--- config.mk ---
export PLATFORM = sky130hd
export DESIGN_NAME = eight_bit_gpio_port
export DESIGN_NICKNAME = d
export VERILOG_FILES = /design/src/rtl/gpio_port_pkg.sv /design/src/rtl/eight_bit_gpio_port.sv
export SDC_FILE = /design/constraint.sdc
export NUM_CORES = 1
export LEC_CHECK = 0
export ABC_CLOCK_PERIOD_IN_PS = 1600
export BUFFER_PORTS_ARGS = -buffer_cell sky130_fd_sc_hd__buf_2
export CAP_MARGIN = 20
export CORE_ASPECT_RATIO = 1.1
export CORE_MARGIN = 2
export CORE_UTILIZATION = 42
export DETAILED_ROUTE_END_ITERATION = 10
export PLACE_DENSITY = 0.73
export SLEW_MARGIN = 15
export SYNTH_ARGS = -nofsm -noshare
export SYNTH_HDL_FRONTEND = slang
export SYNTH_SLANG_ARGS = --single-unit
export TNS_END_PERCENT = 10
--- constraint.sdc ---
create_clock -name ref_clk -period 1.6 [get_ports ref_clk]
set_input_delay 0.48 -clock ref_clk [delete_from_list [all_inputs] [get_ports ref_clk]]
set_output_delay 0.48 -clock ref_clk [all_outputs]
set_load 0.005 [all_outputs]
--- src/rtl/gpio_port_pkg.sv ---
// Package of register map, field layout and reset values for the eight-pin port.
package gpio_port_pkg;

    // ********************************************
    // Register map
    // ********************************************
    localparam int          ADDR_W             = 16;
    localparam int          DATA_W             = 16;
    localparam int          PIN_COUNT          = 8;
    localparam logic [15:0] PORT_DIRECTION_ADR = 16'h3400;
    localparam logic [15:0] PORT_LEVEL_ADR     = 16'h3401;

    // ********************************************
    // Fields and reset values
    // ********************************************
    localparam int          PIN_LSB            = 0;
    localparam int          PIN_MSB            = 7;
    localparam int          PIN_THREE          = 3;
    localparam int          PIN_FIVE           = 5;
    localparam int          STRAP_PIN          = 7;
    localparam logic [7:0]  DIRECTION_RESET    = 8'h00;
    localparam logic [7:0]  RESERVED_READ      = 8'h00;
    localparam logic [7:0]  LEVEL_RESET        = 8'h00;
    localparam logic [7:0]  ENABLE_RESET       = 8'hff;

    typedef enum logic [1:0] {
        PAD_PORT   = 2'b01,
        PAD_SERIAL = 2'b10
    } pad_mode_t;

endpackage

--- src/rtl/eight_bit_gpio_port.sv ---
// Eight-pin general-purpose port with direction and level registers and strap-selected pads.
// Operation
// - Eight pins map pin 0 to register bit 0 through pin 7 to bit 7.
// - The direction register answers at 0x3400 and the level register at 0x3401 on the bus.
// - Pins three and five share pads with the serial transmit clock and frame sync.
// - A low strap during reset makes the shared pads port pins three and five.
// - A high strap during reset makes the shared pads serial clock and frame sync.
// - The pad function is fixed at reset release from the strap seen during reset.
// - Direction bits are read/write, reset to zero, zero meaning input and one output.
// - Direction bits 15 to 8 read as zero.
// - An input pin reads back as its pin level.
// - An output pin is driven to the value written to its level bit.
// - Level bits have no fixed reset value and upper bits are reserved and read zero.
`timescale 1ns/10ps

module eight_bit_gpio_port
    import gpio_port_pkg::*;
(
    input  wire logic                          ref_clk,
    input  wire logic                          sys_rst,
    input  wire logic                          bus_sel,
    input  wire logic                          bus_wr,
    input  wire logic [gpio_port_pkg::ADDR_W-1:0] bus_addr,
    input  wire logic [gpio_port_pkg::DATA_W-1:0] bus_wdata,
    output logic      [gpio_port_pkg::DATA_W-1:0] bus_rdata,
    output logic                               bus_ack,
    input  wire logic [7:0]                    pin_in,
    output logic      [7:0]                    pin_out,
    output logic      [7:0]                    pin_oe_n,
    input  wire logic                          serial_tx_clock,
    input  wire logic                          serial_tx_frame_sync,
    output logic                               serial_mode
);

    // ********************************************
    // State
    // ********************************************
    logic [7:0]            port_direction;
    logic [7:0]            next_port_direction;
    logic [7:0]            port_level;
    logic [7:0]            next_port_level;
    logic [7:0]            sync_a;
    logic [7:0]            sync_b;
    logic                  strap_a;
    logic                  strap_b;
    pad_mode_t             pad_mode;
    pad_mode_t             next_pad_mode;
    logic                  next_serial_mode;
    logic [DATA_W-1:0]     next_rdata;
    logic                  next_ack;
    logic [7:0]            next_out;
    logic [7:0]            next_oe_n;
    logic [7:0]            read_level;
    logic                  wr_direction;
    logic                  wr_level;
    logic                  rd_direction;
    logic                  rd_level;

    // ********************************************
    // Decoding
    // ********************************************
    // Tells whether the bus address selects the given register.
    function automatic logic hits(
        input logic [ADDR_W-1:0] addr,
        input logic [ADDR_W-1:0] offset
    );
        return addr == offset;
    endfunction

    // Any other address is ignored on a write and reads as zero.
    always_comb begin
        wr_direction = bus_sel && bus_wr && hits(bus_addr, PORT_DIRECTION_ADR);
        wr_level     = bus_sel && bus_wr && hits(bus_addr, PORT_LEVEL_ADR);
        rd_direction = bus_sel && !bus_wr && hits(bus_addr, PORT_DIRECTION_ADR);
        rd_level     = bus_sel && !bus_wr && hits(bus_addr, PORT_LEVEL_ADR);
    end

    // ********************************************
    // Synchronisers
    // ********************************************
    // Pin levels are asynchronous, so only the second stage is read.
    always_ff @(posedge ref_clk) begin
        sync_a  <= pin_in;
        sync_b  <= sync_a;
        strap_a <= pin_in[STRAP_PIN];
        strap_b <= strap_a;
    end

    // ********************************************
    // Direction register
    // ********************************************
    always_comb begin
        next_port_direction = port_direction;
        if (wr_direction) begin
            next_port_direction = bus_wdata[PIN_MSB:PIN_LSB];
        end
    end

    always_ff @(posedge ref_clk) begin
        if (sys_rst) begin
            port_direction <= DIRECTION_RESET;
        end else begin
            port_direction <= next_port_direction;
        end
    end

    // ********************************************
    // Level register
    // ********************************************
    always_comb begin
        next_port_level = port_level;
        if (wr_level) begin
            next_port_level = bus_wdata[PIN_MSB:PIN_LSB];
        end
    end

    // The level register has no fixed reset value; it takes the pins.
    always_ff @(posedge ref_clk) begin
        if (sys_rst) begin
            port_level <= sync_b;
        end else begin
            port_level <= next_port_level;
        end
    end

    // ********************************************
    // Pad function
    // ********************************************
    // The strap is followed while reset is held, so the mode that is
    // left at release is the strap seen last during reset.
    always_comb begin
        next_pad_mode = pad_mode;
        if (sys_rst) begin
            next_pad_mode = strap_b ? PAD_SERIAL : PAD_PORT;
        end
        next_serial_mode = next_pad_mode == PAD_SERIAL;
    end

    always_ff @(posedge ref_clk) begin
        pad_mode    <= next_pad_mode;
        serial_mode <= next_serial_mode;
    end

    // ********************************************
    // Bus answer
    // ********************************************
    always_comb begin
        next_ack   = bus_sel;
        next_rdata = {DATA_W{1'b0}};
        for (int i = PIN_LSB; i <= PIN_MSB; i++) begin
            read_level[i] = port_direction[i] ? port_level[i] : sync_b[i];
        end
        if (rd_direction) begin
            next_rdata = {RESERVED_READ, port_direction};
        end else if (rd_level) begin
            next_rdata = {RESERVED_READ, read_level};
        end
    end

    always_ff @(posedge ref_clk) begin
        if (sys_rst) begin
            bus_rdata <= {DATA_W{1'b0}};
            bus_ack   <= 1'b0;
        end else begin
            bus_rdata <= next_rdata;
            bus_ack   <= next_ack;
        end
    end

    // ********************************************
    // Pad drivers
    // ********************************************
    // In serial mode the shared pads follow the serial signals whatever
    // their direction bits hold.
    always_comb begin
        for (int i = PIN_LSB; i <= PIN_MSB; i++) begin
            next_out[i]  = port_level[i];
            next_oe_n[i] = !port_direction[i];
        end
        if (pad_mode == PAD_SERIAL) begin
            next_out[PIN_THREE]  = serial_tx_clock;
            next_out[PIN_FIVE]   = serial_tx_frame_sync;
            next_oe_n[PIN_THREE] = 1'b0;
            next_oe_n[PIN_FIVE]  = 1'b0;
        end
    end

    // All pads float while reset is held.
    always_ff @(posedge ref_clk) begin
        if (sys_rst) begin
            pin_out  <= LEVEL_RESET;
            pin_oe_n <= ENABLE_RESET;
        end else begin
            pin_out  <= next_out;
            pin_oe_n <= next_oe_n;
        end
    end

endmodule

# Word-level counts from Yosys, hierarchy flattened

Cells that the tools add are included.
Widths: inputs -> output; s select.

Input port bits: 46
Flip-flop bits (word level): 70
Word-level logic and storage cells: 52
Output and inout port bits: 34

Eq/ne operators: 4
Mux-type cells: 18
Reductions and logical operators: 17

Operators with widths:

| kind                 | count |
|---|---|
| $eq 16x14->1 const B | 2 |
| $mux 8               | 4 |
| $mux 1               | 12 |
| $logic_not 1->1      | 9 |
| $logic_and 1x1->1    | 6 |
| $eq 2x2->1 const B   | 2 |
| $mux 2               | 2 |
| $reduce_bool 2->1    | 1 |
| $reduce_or 2->1      | 1 |

# Longest topological paths before layout

Word-level depth: 5
Depth in mapped cells: 5
Gate-level depth less buffers: 4

# Least setup slack after synthesis

Ideal clock, no wire load.

Path kind: input -> register
Start point: input bus_addr[6] (netlist name)
End point: register bus_rdata[6] (netlist name)
Data arrival time: 1.555 ns
Path buffers: 1
Slack: -0.043 ns
Setup time: 0.088 ns
Cell stages on the path: 5
Path through: nor4_2 > nand4_1 > or3_1 > buf_6 > a311oi_2

Cells in the longest elaborated chain, start to end: 4
Elaborated cells between the ends (all ways): 6
Classes of those cells: 2 x eq/ne; 2 x mux; 2 x reduce/logical

RTL lines:

| what                 | line                       | text |
|---|---|---|
| from (decl)          | eight_bit_gpio_port.sv:23  | `input wire logic [gpio_port_pkg::ADDR_W-1:0] bus_addr,` |
| $eq 16x14->1         | eight_bit_gpio_port.sv:67  | `return addr == offset;` |
| $logic_and 1x1->1    | eight_bit_gpio_port.sv:75  | `rd_level = bus_sel && !bus_wr && hits(bus_addr, PORT_LEVEL_ADR);` |
| $mux 8               | eight_bit_gpio_port.sv:155 | `end else if (rd_level) begin` |
| $mux 8 *             | eight_bit_gpio_port.sv:153 | `if (rd_direction) begin` |
| to (signal assigned) | eight_bit_gpio_port.sv:162 | `bus_rdata <= {DATA_W{1'b0}};` |
| to (signal assigned) | eight_bit_gpio_port.sv:165 | `bus_rdata <= next_rdata;` |
| to (decl)            | eight_bit_gpio_port.sv:25  | `output logic [gpio_port_pkg::DATA_W-1:0] bus_rdata,` |

Mark *: on every way between the ends. The rest lies on a longest branch, timed or not.
A chain may end at the register's enable or synchronous reset.

# Final worst setup path

Start point: input bus_addr[3] (netlist name)
End point: register bus_rdata[6] (netlist name)

The elaborated chain is that of the path after synthesis.

==> results summary <==
The run finished with clean final reports. The synthesized design spends more area on one cell type than any other, namely sky130_fd_sc_hd__dfxtp_1. Entering global routing, the biggest net connects 37 pins. The arrival time of the worst setup path is roughly 1.7 ns.

Of the total synthesized cell area, the portion taken by XOR and XNOR cells is 0. The number of failing hold endpoints at the final stage came out at 0. The TritonCTS clock tree is done. The number of enable-type register cells in the synthesized netlist came out at 8. The area growth from synthesis to layout is 30.24%.

The tree is rooted in a sky130_fd_sc_hd__clkbuf_8. Setup violations remaining at the end of the flow were counted as 0. The number of clock sinks came out at 60. Of the total synthesized cell area, the portion taken by full adders, half adders and majority gates is 0.

The area of the die came out at 5244 um2. The post-synthesis compound-gate area fraction is 0.05665. The share of cells above drive strength 1 is 0.3676. IR analysis of the VDD net gives a maximum drop of slightly below 0.0006 V. Of the synthesized area, sequential elements account for 0.6518. The number of unique standard cell types used by synthesis is 28. The non-filler instance count after layout is about 310. After synthesis, the largest family of logic cells by area is simple AND/OR/NAND/NOR gates. The total power is between 2 and 3 mW. The initial antenna violation count was 0. The most repeated cell in the gate-level netlist after synthesis is sky130_fd_sc_hd__dfxtp_1. The post-synthesis instance total is 174. The pre-antenna-repair detailed-routing pass consisted of 5 iterations. For this design, the slowest cell found on the critical path is sky130_fd_sc_hd__or3_1. The critical path goes through buf_2 > nor4b_4 > nand4_1 > or3_1 > buf_6 > a311oi_2. Measured along the x axis, the die boundary spans roughly 70 um.

The ratio of final minimum period to clock period is 0.9381. The number of routed nets with antenna violations came out at 0. The count of antenna diodes in the layout is 0. The number of max-cap violations came out at 0. The required time reported for the critical path endpoint is 1.84 ns.

The via count of the first global-routing pass came to about 1300. The worst setup path is captured at a flop. In the final design database the tool counted approximately 300 nets. Dividing total power by cell area gives a power density of 1134 nW/um2.

The total wire length after detailed routing is approximately 3700 um. Summed over all cells, the static leakage comes to approximately 1.2 nW. The vertical extent of the die is 75.75 um. After synthesis, the mean cell area works out to roughly 11 um2. The count of input and output buffers came out at 63. Setup slack on the critical path of the routed design comes to 0.09896 ns. The core utilization of the finished layout came out at 0.5581. In this run the worst hold path is classified as in -> reg. After floorplanning, the core was sized to cover around 4600 um2. The longest clock path from root to sink contains 2 buffers.

The later-pin clock latency in the skew report came out at 0.33 ns. Yosys printed 0 warnings. The H-tree depth reported by CTS is 3. The average wire per cell in the routed design is about 12 um.

The worst-case setup slack after placement is -0.2863 ns. The shortest period the worst path allows is roughly 1.5 ns. For this configuration, the core starts out at a cell density of 0.4285. 80 I/O pins were placed. The clock transition at the registers of the reported paths is approximately 0.060 ns.

The async set-reset flop share out of synthesis is 0. The half-perimeter wire length after detailed placement is between 2000 and 3000 um. The number of CTS-inserted buffers is 9. Of all nets on the critical path, the largest fanout is 8. Detailed routing inserted a total of ~1400 vias.

The total count of max-transition violations in the final report is 0. The overall track demand over capacity in global routing came out at 0.1530. The aggregate global routing overflow came out at 0. Among all flip-flop cells after synthesis, the most frequent one is sky130_fd_sc_hd__dfxtp_1.

Setup repair after global routing left no endpoint under its margin. For this design, the CTS-stage hold fixing added 0 buffers. The wire length of the first global-routing pass is between 5000 and 6000 um. In the routed layout, each cell is associated on average with a via count of 4.547. By area the synthesized netlist is led by sky130_fd_sc_hd__dfxtp_1, sky130_fd_sc_hd__edfxtp_1, sky130_fd_sc_hd__nand2b_1. At the end of routability-driven placement, the weighted congestion stood at between 0.7 and 0.8. The type of the worst setup path is in -> reg.

The share of synthesized area in the top cell type comes to 0.5296. The worst setup path is launched from a primary input. The simple-gate share of the synthesized area is 0.1859. The cell area that synthesis handed to floorplanning was 1966 um2. The mux cell area share after synthesis came out at 0.05220. The delay of the slowest cell on the worst path came out at around 0.33 ns. The worst clock skew on the final layout came out at 0.004118 ns.

The post-detailed-route DRC marker count came out at 0. By count the netlist is led by sky130_fd_sc_hd__dfxtp_1, sky130_fd_sc_hd__nand2_1, sky130_fd_sc_hd__nand2b_1, sky130_fd_sc_hd__nor2_1, sky130_fd_sc_hd__a21oi_1. The synthesis-stage register bit count is 60. The row count is 26. In this run, placement finished with an instance count of slightly below 300. The starting DRC count in detailed routing is 66. The highest achievable clock rate came out at about 670 MHz.
-- cell usage in the layout, fill, tap and decap left out, drive strengths merged, types with 3 or more instances in the layout --
cell / Yosys / routed
buf: 11 / 72
dfxtp: 52 / 52
nand2: 20 / 20
nand2b: 13 / 13
clkbuf: 4 / 12
nor2: 11 / 11
a21oi: 10 / 10
nor2b: 8 / 8
mux2i: 8 / 8
conb: 1 / 8
edfxtp: 8 / 8
nor3: 7 / 7
o21ai: 3 / 3
clkinv: 0 / 3
-- state kept, by name, indices dropped and copies added, names as in the netlist --
register	cells
pin_out	8
pad_mode	2
serial_mode	1
sync_b	7
pin_oe_n	8
port_level	8
port_direction	8
bus_rdata	8
bus_ack	1
strap_a	1
strap_b	1
sync_a	7
-- worst max-delay path: cells and delay by family --
family                 cells  cell delay (ns)
AOI/OAI and AO/OA          1             0.25
and+or+nand+nor            3             0.74
buffers and inverters      2             0.26
-- cell type report --
| class | instances | area (um2) |
|---|---|---|
| repair buffers | 72 | 405.4 |
| clock inverters | 3 | 15.01 |
| inverters | 2 | 7.507 |
| clock buffers | 12 | 145.1 |
| multi-input cells | 104 | 635.6 |
| flip-flops and latches | 60 | 1281 |
| well taps | 56 | 70.07 |
| fillers | 412 | 2027 |
-- final timing paths --
kind	from	endpoint	slack [ns]	depth (start not counted)
hold reg to reg	strap_a	strap_b	0.33	0
setup reg to reg	pad_mode[1]	pin_out[3]	0.51	4
setup / recovery	bus_addr[3]	bus_rdata[6]	0.1	6
hold / removal	pin_in[2]	sync_a[2]	0.25	1
-- metrics by stage --
| step | TNS (ns) | area [um2] | hold WS [ns] |
|---|---|---|---|
| global route | 0 | 2560 | 0.2294 |
| global placement | -4.025 | 2382 | 0.3100 |
| detailed placement | -4.362 | 2382 | 0.3121 |
| finish | 0 | 2560 | 0.2468 |
| floorplan | -0.01599 | 2019 | 0.3096 |
| CTS | 0 | 2542 | 0.2316 |
-- per-layer routing --
metal  part of all wire  GRT usage  vias up
li1                   -          -      718
met1               0.40     0.1494      630
met2               0.52     0.2735       49
met3              0.059    0.04894        8
met4              0.020     0.1242        0
met5                  0          0        -
-- repair_timing --
item | CTS | global route
setup buffers | 0 | 1
hold endpoints to repair | 0 | 0
setup endpoints to repair | 0 | 2
resized for setup | 0 | 2
-- power breakdown --
group | internal (mW) | total, mW | switching, mW
clock | 0.588 | 1.12 | 0.533
combinational | 0.0908 | 0.176 | 0.0856
sequential | 1.59 | 1.61 | 0.0184
total | 2.27 | 2.90 | 0.637
-- cells by family after synthesis --
kind of cell           after synthesis
and+or+nand+nor                     68
DFF                                 60
AOI/OAI and AO/OA                   18
buffers and inverters               17
muxes                               10
other                                1
No activity file was read; power rests on OpenSTA's default activity.
